[config.mk]
export PLATFORM = sky130hd
export DESIGN_NAME = amh_axis
export DESIGN_NICKNAME = d
export VERILOG_FILES = /design/src/hw/amh_pkg.sv /design/src/hw/amh_axis.sv
export VERILOG_INCLUDE_DIRS = /design/src /design/src/hw
export SDC_FILE = /design/constraint.sdc
export NUM_CORES = 1
export LEC_CHECK = 0
export ABC_AREA = 1
export BUFFER_PORTS_ARGS = -buffer_cell sky130_fd_sc_hd__buf_2
export CORE_UTILIZATION = 55
export DETAILED_ROUTE_END_ITERATION = 6
export HOLD_SLACK_MARGIN = 0.08
export PLACE_DENSITY_LB_ADDON = 0.12
export SLEW_MARGIN = 30
export SYNTH_ARGS = -nofsm -noshare
export SYNTH_HDL_FRONTEND = slang
export SYNTH_SLANG_ARGS = --single-unit
[constraint.sdc]
create_clock -name clk_i -period 7.21 [get_ports clk_i]
set_clock_uncertainty 0.05 [all_clocks]
set_input_delay 1.442 -clock clk_i [delete_from_list [all_inputs] [get_ports clk_i]]
set_output_delay 1.442 -clock clk_i [all_outputs]
set_load 0.05 [all_outputs]
[src/hw/amh_cfg.svh]
// Purpose: constants for the axis mode and handwheel feed block
// Assumes: 40 MHz clock, word-indexed register port
// Notes: offsets are register indexes on the plain register port
`ifndef AMH_CFG_SVH
`define AMH_CFG_SVH
`define AMH_ADDR_W 4
`define AMH_OFF_CMD 4'h0
`define AMH_OFF_MODE 4'h1
`define AMH_OFF_TARGET 4'h2
`define AMH_OFF_ENV2 4'h3
`define AMH_OFF_LSPD 4'h4
`define AMH_OFF_HSPD 4'h5
`define AMH_OFF_OFFSET 4'h6
`define AMH_OFF_ERR 4'h7
`define AMH_OFF_STAT 4'h8
`define AMH_OFF_REMAIN 4'h9
`define AMH_OFF_SPEED 4'ha
`define AMH_OFF_RAMP 4'hb
`define AMH_OFF_CALC 4'hc
`define AMH_CMD_START_LOW 8'h50
`define AMH_CMD_START_HIGH 8'h51
`define AMH_CMD_STOP 8'h49
`define AMH_MODE_CONT_POS 7'h00
`define AMH_MODE_CONT_NEG 7'h08
`define AMH_MODE_HW_CONT 7'h01
`define AMH_MODE_POSN 7'h41
`define AMH_MODE_TIMER 7'h47
`define AMH_MODE_HW_POSN 7'h51
`define AMH_MODE_OP_MSB 6
`define AMH_MODE_SETTLE_BIT 9
`define AMH_MODE_COMPLETION_TIMING_SELECT_BIT 12
`define AMH_MODE_MANSD_BIT 13
`define AMH_ENV2_DISABLE_BIT 15
`define AMH_ENV2_PIM_LSB 20
`define AMH_ENV2_SENSE_BIT 23
`define AMH_ENV2_FILTER_BIT 27
`define AMH_ERR_PHASE_BIT 8
`define AMH_ERR_OVF_BIT 6
`define AMH_ERR_PLIM_BIT 0
`define AMH_ERR_MLIM_BIT 1
`define AMH_ERR_ALM_BIT 2
`define AMH_ERR_STOP_BIT 3
`define AMH_ERR_EMG_BIT 4
`define AMH_STATE_IDLE 4'h0
`define AMH_STATE_WAIT_HW 4'h8
`define AMH_STATE_FEED_LOW 4'ha
`define AMH_STATE_FEED_HIGH 4'hc
`define AMH_STATE_WAIT_SETTLE 4'he
`define AMH_FILTER_MS 32
`define AMH_CLK_KHZ 40000
`define AMH_FILTER_CYC (`AMH_FILTER_MS * `AMH_CLK_KHZ)
`endif

[src/hw/amh_pkg.sv]
// Purpose: types for the axis mode and handwheel feed block
// Assumes: constants live in amh_cfg.svh
// Notes: none
package amh_pkg;
	typedef enum logic [2:0] {
		AMH_IDLE,
		AMH_RUN,
		AMH_HW_WAIT,
		AMH_SETTLE
	} amh_state_e;
	typedef logic [1:0] amh_pim_t;
endpackage : amh_pkg

[src/hw/amh_axis.sv]
// Purpose: one axis: mode select, command/positioning/timer feed, handwheel feed, readbacks
// Assumes: inputs synchronous to clk_i; speed ramp generated elsewhere
// Notes: register reads return data one cycle after the read strobe
`timescale 1ns/1ps
`default_nettype none
`include "amh_cfg.svh"
// Operation
// speed readback bits 13:0, zero when stopped
// index pulse count in bits 19:16
// auto ramp point is calc plus offset
// manual ramp point equals programmed offset; code returns offset bits 22:0 with bit 23 cleared
// mode from bits 6:0 of prereg
// 00h positive, 08h negative continuous feed
// continuous feed stops on direction limit
// positioning direction from target sign
// counter loads abs target, stops at zero
// timer mode masks pulses, direction positive
// timer treats negative target as unsigned; code does so only when the previous start also latched timer
// timer ignores limits, slowdown, alarm
// timer skips direction timer and settle wait
// host clears completion timing bit in timer
// handwheel needs enable pin low, bit clear
// handwheel started by 50h or 51h only
// input method from bits 21:20
// count sense bit 23 swaps phase roles
// output pulses taken from internal train
// phase error bit 8, overflow bit 6
// run state 1000 waiting for handwheel
// filter ignores pulses under 32 ms
// error register cleared by read
// handwheel positioning ignores pulses at zero
module amh_axis
	import amh_pkg::*;
#(
	parameter int unsigned FILTER_CYC = `AMH_FILTER_CYC
) (
	input wire logic clk_i,
	input wire logic arst_n_i,
	input wire logic [3:0] addr_i,
	input wire logic [31:0] wdata_i,
	input wire logic wr_i,
	input wire logic rd_i,
	output logic [31:0] rdata_o,
	input wire logic low_tick_i,
	input wire logic high_tick_i,
	input wire logic [13:0] cur_speed_i,
	input wire logic index_i,
	input wire logic limit_pos_i,
	input wire logic limit_neg_i,
	input wire logic slowdown_i,
	input wire logic alarm_i,
	input wire logic stop_i,
	input wire logic emergency_i,
	input wire logic settle_done_i,
	input wire logic manual_enable_n_i,
	input wire logic phase_a_i,
	input wire logic phase_b_i,
	output logic step_o,
	output logic dir_o,
	output logic running_o
);
	// control registers
	logic [31:0] mode_reg;
	logic [31:0] target_reg;
	logic [31:0] env2_reg;
	logic [23:0] offset_reg;
	logic [23:0] calc_reg;
	logic [8:0] err_reg;
	logic [27:0] remain_reg;
	logic [3:0] index_cnt_reg;
	logic [3:0] buf_cnt_reg;
	logic buf_dir_reg;
	logic [6:0] op_reg;
	logic high_reg;
	logic [1:0] ab_reg;
	logic index_d_reg;
	logic pe_filt_reg;
	logic [31:0] filt_cnt_reg;
	logic slowdown_seen_reg;
	amh_state_e state_reg;

	// decoded strobes and modes
	logic start_cmd;
	logic stop_cmd;
	logic tick;
	logic timer_mode;
	logic hw_mode;
	logic lim_hit;
	logic hard_stop;
	logic hw_enabled;
	logic hw_step;
	logic hw_up;
	logic hw_err;
	logic do_pulse;
	logic pos_done;
	logic start_timer;
	logic step_ok;
	logic [27:0] abs_target;

	assign start_cmd = wr_i && addr_i == `AMH_OFF_CMD &&
		(wdata_i[7:0] == `AMH_CMD_START_LOW || wdata_i[7:0] == `AMH_CMD_START_HIGH);
	assign stop_cmd = wr_i && addr_i == `AMH_OFF_CMD && wdata_i[7:0] == `AMH_CMD_STOP;
	assign tick = high_reg ? high_tick_i : low_tick_i;
	assign timer_mode = op_reg == `AMH_MODE_TIMER;
	assign hw_mode = op_reg == `AMH_MODE_HW_CONT || op_reg == `AMH_MODE_HW_POSN;
	// limits ignored in timer mode
	assign lim_hit = !timer_mode && (dir_o ? limit_pos_i : limit_neg_i);
	// a timer start must not be refused by the alarm it is meant to ignore
	assign start_timer = mode_reg[`AMH_MODE_OP_MSB:0] == `AMH_MODE_TIMER;
	assign hard_stop = stop_i || emergency_i ||
		(!(start_cmd ? start_timer : timer_mode) && alarm_i);
	assign hw_enabled = !pe_filt_reg && !env2_reg[`AMH_ENV2_DISABLE_BIT];
	// target taken unsigned when the previous start latched timer, others by magnitude
	assign abs_target = (target_reg[31] && op_reg != `AMH_MODE_TIMER) ?
		28'(-target_reg) : target_reg[27:0];
	assign pos_done = remain_reg == 28'h0;

	// quadrature and up/down decode
	function automatic logic [2:0] amh_decode(input logic [1:0] prev, input logic [1:0] cur,
		input amh_pim_t handwheel_input_method, input logic sense);
		logic a_lead;
		logic step;
		logic err;
		a_lead = 1'b0;
		step = 1'b0;
		// outside method 11, both phases moving at once is an error, never a step
		err = (prev[0] != cur[0]) && (prev[1] != cur[1]);
		if (handwheel_input_method == 2'b11) begin
			if (!prev[0] && cur[0]) begin
				step = 1'b1;
				a_lead = 1'b1;
			end else if (!prev[1] && cur[1]) begin
				step = 1'b1;
			end
		end else if (!err && prev != cur) begin
			a_lead = (prev[0] != cur[0]) ? (cur[0] != cur[1]) : (cur[0] == cur[1]);
			unique case (handwheel_input_method)
				2'b00: step = prev[0] != cur[0] && cur[0];
				2'b01: step = prev[0] != cur[0];
				default: step = 1'b1;
			endcase
			if (handwheel_input_method == 2'b00 && !a_lead)
				step = prev[0] != cur[0] && !cur[0];
		end
		amh_decode = {err, step, a_lead ^ sense};
	endfunction : amh_decode

	logic [2:0] dec;
	assign dec = amh_decode(ab_reg, {phase_b_i, phase_a_i},
		amh_pim_t'(env2_reg[`AMH_ENV2_PIM_LSB +: 2]), env2_reg[`AMH_ENV2_SENSE_BIT]);
	assign hw_err = dec[2] && env2_reg[`AMH_ENV2_PIM_LSB +: 2] != 2'b11;
	assign hw_step = dec[1] && hw_enabled && state_reg != AMH_IDLE && hw_mode;
	assign hw_up = dec[0];
	// a buffered handwheel step drains on an internal tick
	assign do_pulse = state_reg == AMH_RUN && tick && (!hw_mode || buf_cnt_reg != 4'h0);
	// handwheel continuous only drops the step that would run into a limit
	assign step_ok = do_pulse && !(op_reg == `AMH_MODE_HW_CONT && lim_hit);

	// register writes
	// commands are not stored, only decoded as strobes
	always_ff @(posedge clk_i or negedge arst_n_i) begin
		if (!arst_n_i) begin
			mode_reg <= 32'h0;
			target_reg <= 32'h0;
			env2_reg <= 32'h0;
			offset_reg <= 24'h0;
			calc_reg <= 24'h0;
		end else if (wr_i) begin
			unique case (addr_i)
				`AMH_OFF_MODE: mode_reg <= wdata_i;
				`AMH_OFF_TARGET: target_reg <= wdata_i;
				`AMH_OFF_ENV2: env2_reg <= wdata_i;
				`AMH_OFF_OFFSET: offset_reg <= wdata_i[23:0];
				`AMH_OFF_CALC: calc_reg <= wdata_i[23:0];
				default: ;
			endcase
		end
	end

	// phase sampling, index edge, filter on enable pin
	always_ff @(posedge clk_i or negedge arst_n_i) begin
		if (!arst_n_i) begin
			ab_reg <= 2'b00;
			index_d_reg <= 1'b0;
			pe_filt_reg <= 1'b1;
			filt_cnt_reg <= 32'h0;
		end else begin
			ab_reg <= {phase_b_i, phase_a_i};
			index_d_reg <= index_i;
			// with the filter bit set, the pin is taken only after FILTER_CYC steady cycles
			if (!env2_reg[`AMH_ENV2_FILTER_BIT] || manual_enable_n_i == pe_filt_reg) begin
				filt_cnt_reg <= 32'h0;
				if (!env2_reg[`AMH_ENV2_FILTER_BIT])
					pe_filt_reg <= manual_enable_n_i;
			end else if (filt_cnt_reg >= 32'(FILTER_CYC - 1)) begin
				pe_filt_reg <= manual_enable_n_i;
				filt_cnt_reg <= 32'h0;
			end else begin
				filt_cnt_reg <= filt_cnt_reg + 32'h1;
			end
		end
	end

	// index pulse count, cleared at start
	always_ff @(posedge clk_i or negedge arst_n_i) begin
		if (!arst_n_i)
			index_cnt_reg <= 4'h0;
		else if (start_cmd)
			index_cnt_reg <= 4'h0;
		else if (index_i && !index_d_reg)
			index_cnt_reg <= index_cnt_reg + 4'h1;
	end

	// axis state machine and remaining-pulse counter
	// a stop request beats a start in the same cycle
	always_ff @(posedge clk_i or negedge arst_n_i) begin
		if (!arst_n_i) begin
			state_reg <= AMH_IDLE;
			op_reg <= 7'h0;
			high_reg <= 1'b0;
			remain_reg <= 28'h0;
			dir_o <= 1'b1;
		end else if (stop_cmd || hard_stop) begin
			state_reg <= AMH_IDLE;
		end else if (start_cmd) begin
			op_reg <= mode_reg[`AMH_MODE_OP_MSB:0];
			high_reg <= wdata_i[7:0] == `AMH_CMD_START_HIGH;
			remain_reg <= abs_target;
			// direction is latched at start and held for the move, except handwheel continuous, which follows its steps
			unique case (mode_reg[`AMH_MODE_OP_MSB:0])
				`AMH_MODE_CONT_POS: dir_o <= 1'b1;
				`AMH_MODE_CONT_NEG: dir_o <= 1'b0;
				`AMH_MODE_POSN, `AMH_MODE_HW_POSN: dir_o <= !target_reg[31];
				`AMH_MODE_TIMER: dir_o <= 1'b1;
				default: ;
			endcase
			// a zero target in positioning, timer or handwheel positioning ends the start at once, no pulse leaves
			if (mode_reg[`AMH_MODE_OP_MSB:0] == `AMH_MODE_HW_CONT ||
				mode_reg[`AMH_MODE_OP_MSB:0] == `AMH_MODE_HW_POSN)
				state_reg <= (mode_reg[`AMH_MODE_OP_MSB:0] == `AMH_MODE_HW_POSN &&
					abs_target == 28'h0) ? AMH_IDLE : AMH_HW_WAIT;
			else if ((mode_reg[`AMH_MODE_OP_MSB:0] == `AMH_MODE_POSN ||
				mode_reg[`AMH_MODE_OP_MSB:0] == `AMH_MODE_TIMER) && abs_target == 28'h0)
				state_reg <= AMH_IDLE;
			else
				state_reg <= AMH_RUN;
		end else begin
			unique case (state_reg)
				AMH_IDLE: ;
				AMH_HW_WAIT: begin
					if (buf_cnt_reg != 4'h0)
						state_reg <= AMH_RUN;
				end
				AMH_RUN: begin
					// continuous handwheel follows the newest step's direction
					if (hw_mode && op_reg == `AMH_MODE_HW_CONT && buf_cnt_reg != 4'h0)
						dir_o <= buf_dir_reg;
					// every other mode except timer stops on the limit ahead of it
					if (lim_hit && op_reg != `AMH_MODE_HW_CONT) begin
						state_reg <= AMH_IDLE;
					end else if (step_ok) begin
						if (op_reg != `AMH_MODE_CONT_POS && op_reg != `AMH_MODE_CONT_NEG &&
							op_reg != `AMH_MODE_HW_CONT) begin
							remain_reg <= remain_reg - 28'h1;
							if (remain_reg == 28'h1)
								state_reg <= (mode_reg[`AMH_MODE_SETTLE_BIT] && !timer_mode) ?
									AMH_SETTLE : AMH_IDLE;
						end
					end else if (hw_mode && buf_cnt_reg == 4'h0 && !pos_done) begin
						state_reg <= AMH_HW_WAIT;
					end
				end
				AMH_SETTLE: begin
					if (settle_done_i)
						state_reg <= AMH_IDLE;
				end
				default: state_reg <= AMH_IDLE;
			endcase
		end
	end

	// handwheel buffer counter with overflow
	always_ff @(posedge clk_i or negedge arst_n_i) begin
		if (!arst_n_i) begin
			buf_cnt_reg <= 4'h0;
			buf_dir_reg <= 1'b1;
		end else if (start_cmd || state_reg == AMH_IDLE) begin
			buf_cnt_reg <= 4'h0;
		end else if (hw_step && !(op_reg == `AMH_MODE_HW_POSN && pos_done)) begin
			// a step arriving while one drains leaves the count alone
			// the count saturates at 15 and the lost step is flagged
			if (!do_pulse && buf_cnt_reg != 4'hf)
				buf_cnt_reg <= buf_cnt_reg + 4'h1;
			if (op_reg == `AMH_MODE_HW_CONT)
				buf_dir_reg <= hw_up;
		end else if (do_pulse && hw_mode) begin
			buf_cnt_reg <= buf_cnt_reg - 4'h1;
		end
	end

	// outputs and slowdown tracking
	always_ff @(posedge clk_i or negedge arst_n_i) begin
		if (!arst_n_i) begin
			step_o <= 1'b0;
			running_o <= 1'b0;
			slowdown_seen_reg <= 1'b0;
		end else begin
			// timer mode keeps counting, only the pin stays quiet
			step_o <= step_ok && !timer_mode;
			running_o <= state_reg != AMH_IDLE;
			slowdown_seen_reg <= slowdown_i && !timer_mode;
		end
	end

	// error flags, set wins over clear on read
	always_ff @(posedge clk_i or negedge arst_n_i) begin
		if (!arst_n_i) begin
			err_reg <= 9'h0;
		end else begin
			// each cause flag stays set until the register is read
			err_reg <= (rd_i && addr_i == `AMH_OFF_ERR) ? 9'h0 : err_reg;
			if (hw_err && hw_mode && state_reg != AMH_IDLE)
				err_reg[`AMH_ERR_PHASE_BIT] <= 1'b1;
			if (hw_step && buf_cnt_reg == 4'hf && !do_pulse)
				err_reg[`AMH_ERR_OVF_BIT] <= 1'b1;
			if (state_reg == AMH_RUN && lim_hit && dir_o && op_reg != `AMH_MODE_HW_CONT)
				err_reg[`AMH_ERR_PLIM_BIT] <= 1'b1;
			if (state_reg == AMH_RUN && lim_hit && !dir_o && op_reg != `AMH_MODE_HW_CONT)
				err_reg[`AMH_ERR_MLIM_BIT] <= 1'b1;
			if (state_reg != AMH_IDLE && alarm_i && !timer_mode)
				err_reg[`AMH_ERR_ALM_BIT] <= 1'b1;
			if (state_reg != AMH_IDLE && stop_i)
				err_reg[`AMH_ERR_STOP_BIT] <= 1'b1;
			if (state_reg != AMH_IDLE && emergency_i)
				err_reg[`AMH_ERR_EMG_BIT] <= 1'b1;
		end
	end

	// read data, one cycle after the strobe
	always_ff @(posedge clk_i or negedge arst_n_i) begin
		if (!arst_n_i) begin
			rdata_o <= 32'h0;
		end else if (rd_i) begin
			unique case (addr_i)
				`AMH_OFF_MODE: rdata_o <= mode_reg;
				`AMH_OFF_TARGET: rdata_o <= target_reg;
				`AMH_OFF_ENV2: rdata_o <= env2_reg;
				`AMH_OFF_ERR: rdata_o <= {23'h0, err_reg};
				// run state code with direction and slowdown beside it
				`AMH_OFF_STAT: rdata_o <= {26'h0, slowdown_seen_reg, !dir_o,
					state_reg == AMH_HW_WAIT ? `AMH_STATE_WAIT_HW :
					state_reg == AMH_SETTLE ? `AMH_STATE_WAIT_SETTLE :
					state_reg == AMH_RUN ? (high_reg ? `AMH_STATE_FEED_HIGH :
					`AMH_STATE_FEED_LOW) : `AMH_STATE_IDLE};
				`AMH_OFF_REMAIN: rdata_o <= {4'h0, remain_reg};
				// speed reads zero while the axis is idle
				`AMH_OFF_SPEED: rdata_o <= {12'h0, index_cnt_reg, 2'b00,
					state_reg == AMH_IDLE ? 14'h0 : cur_speed_i};
				`AMH_OFF_RAMP: begin
					// manual point is the offset alone and never negative
					if (mode_reg[`AMH_MODE_MANSD_BIT])
						rdata_o <= {9'h0, offset_reg[22:0]};
					else
						rdata_o <= {8'h00, 24'(calc_reg + offset_reg)};
				end
				default: rdata_o <= 32'h0;
			endcase
		end else begin
			rdata_o <= 32'h0;
		end
	end
endmodule : amh_axis
`default_nettype wire

==> metrics.md <==
| Metric | Value |
|---|---|
| GRT overflow | 0 |
| DPL Wire Length | approximately 36,000 um |
| Core Rows | a little over 60 |
| Area Overhead vs Synth | 12.0% |
| CP Cell Sequence | buf_2 -> inv_1 -> ha_1 -> inv_1 -> ha_1 -> inv_1 -> nand2_1 -> nand4_1 -> nor4_4 -> nand2_2 -> ha_1 -> a21oi_1 -> nand2_1 -> xnor2_1 -> xor2_1 -> nor2_1 -> nand2_1 -> nand2_1 |
| Die area | 29,000 sq um |
| Ports | between 100 and 150 |
| Fraction of layout cells with a size suffix above 1 | ~11% |
| CTS clk-pin slew, worst paths | about 0.060 ns |
| Peak VDD IR | ~0.00022 V |
| Clock Sinks | 270 |
| TritonCTS clock tree | done |
| Synth Flop Type | dfrtp_1 |
| Synthesized area | between 15,000 and 20,000 sq um |
| Gpl congestion | between 1 and 1.5 |
| Comb power frac | 26.9% |
| Yosys reg bits | between 200 and 300 |
| Slack of the worst reg-to-reg path | 3.87 ns |
| Resized cells post-CTS | 0 |
| Worst Setup Start Kind | input pin |
| Sw Share | between 30% and 40% |
| RSZ-0062 raised after global routing | no |
| Hold Vio Cnt, Final | 0 |
| Num CTS Buffers | 30 |
| First-pass GRT wire length | between 70,000 and 80,000 um |
| Die H | ~170 um |
| Avg WL per Cell | about 19 um |
| Ys Warns | 0 |
| Insertion delay to the later sink of the worst-skew pair | roughly 0.57 ns |
| Max stage delay on crit path | 0.34 ns |
| Die Width | roughly 170 um |
| Setup Buffers After CTS | 0 |
| CTS root buf | clkbuf_16 |
| Hold Buf Count CTS | 0 |
| Ys async rst share | 100% |
| Wirelength, routed | approximately 49,000 um |
| CP top delay family | adder cells |
| Cells after Synth | just over 2k |
| Max Cap Violations | 0 |
| Most frequent cells in the layout | nand2_1 (507), dfrtp_1 (267), o21ai_0 (243) |
| Buffers on Ports | about 100 |
| Clock share of power | approximately a third |
| Part of the power in registers | around two fifths |
| Fmax | 278 MHz |
| Outcome | finished, final reports clean |
| Power density cells | roughly 270 nW/um^2 |
| Final Critical Period | roughly 3.6 ns |
| Buf+Inv Stages, Crit Path | 4 |
| Initial antenna violation count | 0 |
| Final Net Count | around 2.3k |
| Final ANT Viol Nets | 0 |
| Slowest cell on the critical path | nor4_4 |
| Clock buffer depth | 3 |
| First-pass DRT Iterations | 7 |
| Via Count | approximately 15k |
| Int Pwr | approximately 3 mW |
| EDFF count, synth | 0 |
| TNS Setup | 0 ns |
| Largest net degree at the start of global routing | 122 |
| Register area share after synthesis | between 40% and 50% |
| Avg Cell Area, Syn | between 7 and 8 sq um |
| Fillers | 2,592 |
| Hold WC Path Type | reg2reg |
| Worst Path Required | between 7 and 8 ns |
| Max-slew headroom | 41.9% |
| Slew Viols, Final | 0 |
| Tcrit/Tclk final | around 50% |
| Commonest non-fill, non-tap cell in the layout | nand2_1 |
| Worst-path fanout max | 4 |
| Switching pwr | roughly 1.7 mW |
| Vias in the first global route | about 14k |
| H-tree depth | 1 |
| Starting Density | a little under three fifths |
| DP Worst Slack | 3.05 ns |
| Gr usage total | ~34% |
| LEAKAGE | ~8.5 nW |
| Critical path endpoint category | flop |
| Final setup viols | 0 |
| First-iteration detailed-routing DRC count | about 1.5k |
| CORE AREA | 27,800 sq um |
| Post-route worst setup slack | 3.61 ns |
| Most frequent cell on the critical path | nand2_1 |
| Crit path kind | in2reg |
| # DRC | 0 |
| Average vias per placed instance | ~5.8 |
| Unique cell type count in the Yosys netlist | 67 |
| Arrival @ worst endpoint | about 4 ns |
| Worst slew pin tran | between 0.8 and 0.9 ns |
-- routing by layer --
layer	up-vias	global-route usage (%)	share of wire [%]
li1	6976	-	-
met1	6986	47.6	44
met4	0	12.0	3.6
met5	-	0	0
met3	93	7.51	8.7
met2	604	52.8	44
-- power by group through the flow --
stage	Clock, mW	Sequential (mW)	Combinational (mW)
6_report	1.53	1.89	1.26
3_3_place_gp	0	1.90	1.20
3_5_place_dp	0	1.91	1.22
2_1_floorplan	0	1.88	0.852
4_1_cts	1.55	1.88	1.23
5_1_grt	1.61	1.91	1.41
-- layout make-up --
| type | instances | area (sq um) | share of cell area, % |
|---|---|---|---|
| Multi-Input combinational cell | 1486 | 7640 | 43.8 |
| Sequential cell | 270 | 6760 | 38.8 |
| Inverter | 241 | 910 | 5.22 |
| Clock buffer | 39 | 835 | 4.79 |
| Timing Repair Buffer | 115 | 664 | 3.81 |
| Tap cell | 378 | 473 | 2.71 |
| Clock inverter | 15 | 149 | 0.854 |
| Antenna cell | 1 | 2.50 | 0.0144 |
-- worst register-to-register path: stages, from the launching register on --
cell and delay (ns):
dfrtp_1 0.42, inv_1 0.19, ha_1 0.24, inv_1 0.07, nor2_1 0.32, nand4_1 0.18, nor3_1 0.41, nand4_1 0.22
nand2_2 0.17, ha_1 0.28, a21oi_1 0.16, nand2_1 0.07, xnor2_1 0.16, xor2_1 0.15, nor2_1 0.05, nand2_1 0.05
nand2_1 0.05
-- worst paths after layout --
check / from / to / depth (start not counted)
worst max-delay path: phase_a_i / buf_cnt_reg[3]$_DFFE_PN0P_ / 18
worst min-delay path: filt_cnt_reg[0]$_DFF_PN0_ / filt_cnt_reg[0]$_DFF_PN0_ / 1
worst max register to register: remain_reg[0]$_DFFE_PN0P_ / buf_cnt_reg[3]$_DFFE_PN0P_ / 16
worst min register to register: filt_cnt_reg[0]$_DFF_PN0_ / filt_cnt_reg[0]$_DFF_PN0_ / 1
max in group asynchronous: arst_n_i / filt_cnt_reg[12]$_DFF_PN0_ / 3
min in group asynchronous: arst_n_i / offset_reg[10]$_DFFE_PN0P_ / 1
-- logic make-up (layout without fill, tap and decap cells) --
kind of cell             Yosys count  in the layout  share of synthesized area (%)
AND/OR/NAND/NOR                  930            930                           25.8
XOR/XNOR                          45             45                           2.53
AO/OA/AOI/OAI                    460            460                           17.0
flip-flops                       270            270                           43.4
other                              1             12                         0.0241
adder cells (fa/ha/maj)           40             40                           3.31
buffers and inverters            309            410                           7.91
-- synth_stat cells, types with 12 or more instances --
cell type	count	area share, %
a21oi_1	87	2.8
a221oi_1	25	1.4
clkbuf_1	50	1.2
dfrtp_1	267	43
ha_1	38	3.1
inv_1	235	5.7
nand2_1	510	12
nand2_2	12	0.48
nand3_1	96	3.1
nand4_1	32	1.3
nor2_1	199	4.8
nor2_2	13	0.52
nor3_1	28	0.90
o21ai_0	243	7.8
o21ai_1	19	0.61
o22ai_1	16	0.64
xor2_1	35	2.0
-- stage by stage --
| step | total power [mW] | hold WS (ns) | std cells | area [sq um] | utilization [%] |
|---|---|---|---|---|---|
| after CTS | 4.66 | 0.409 | 2542 | 17400 | 62.5 |
| final | 4.68 | 0.408 | 2545 | 17400 | 62.8 |
| after global placement | 3.11 | 0.392 | 2488 | 16400 | 58.9 |
| after detailed placement | 3.13 | 0.400 | 2488 | 16400 | 59.0 |
| after floorplan | 2.73 | 0.375 | 2065 | 15600 | - |
| after global routing | 4.94 | 0.416 | 2544 | 17400 | 62.7 |
No activity file was read; power rests on OpenSTA's default activity.
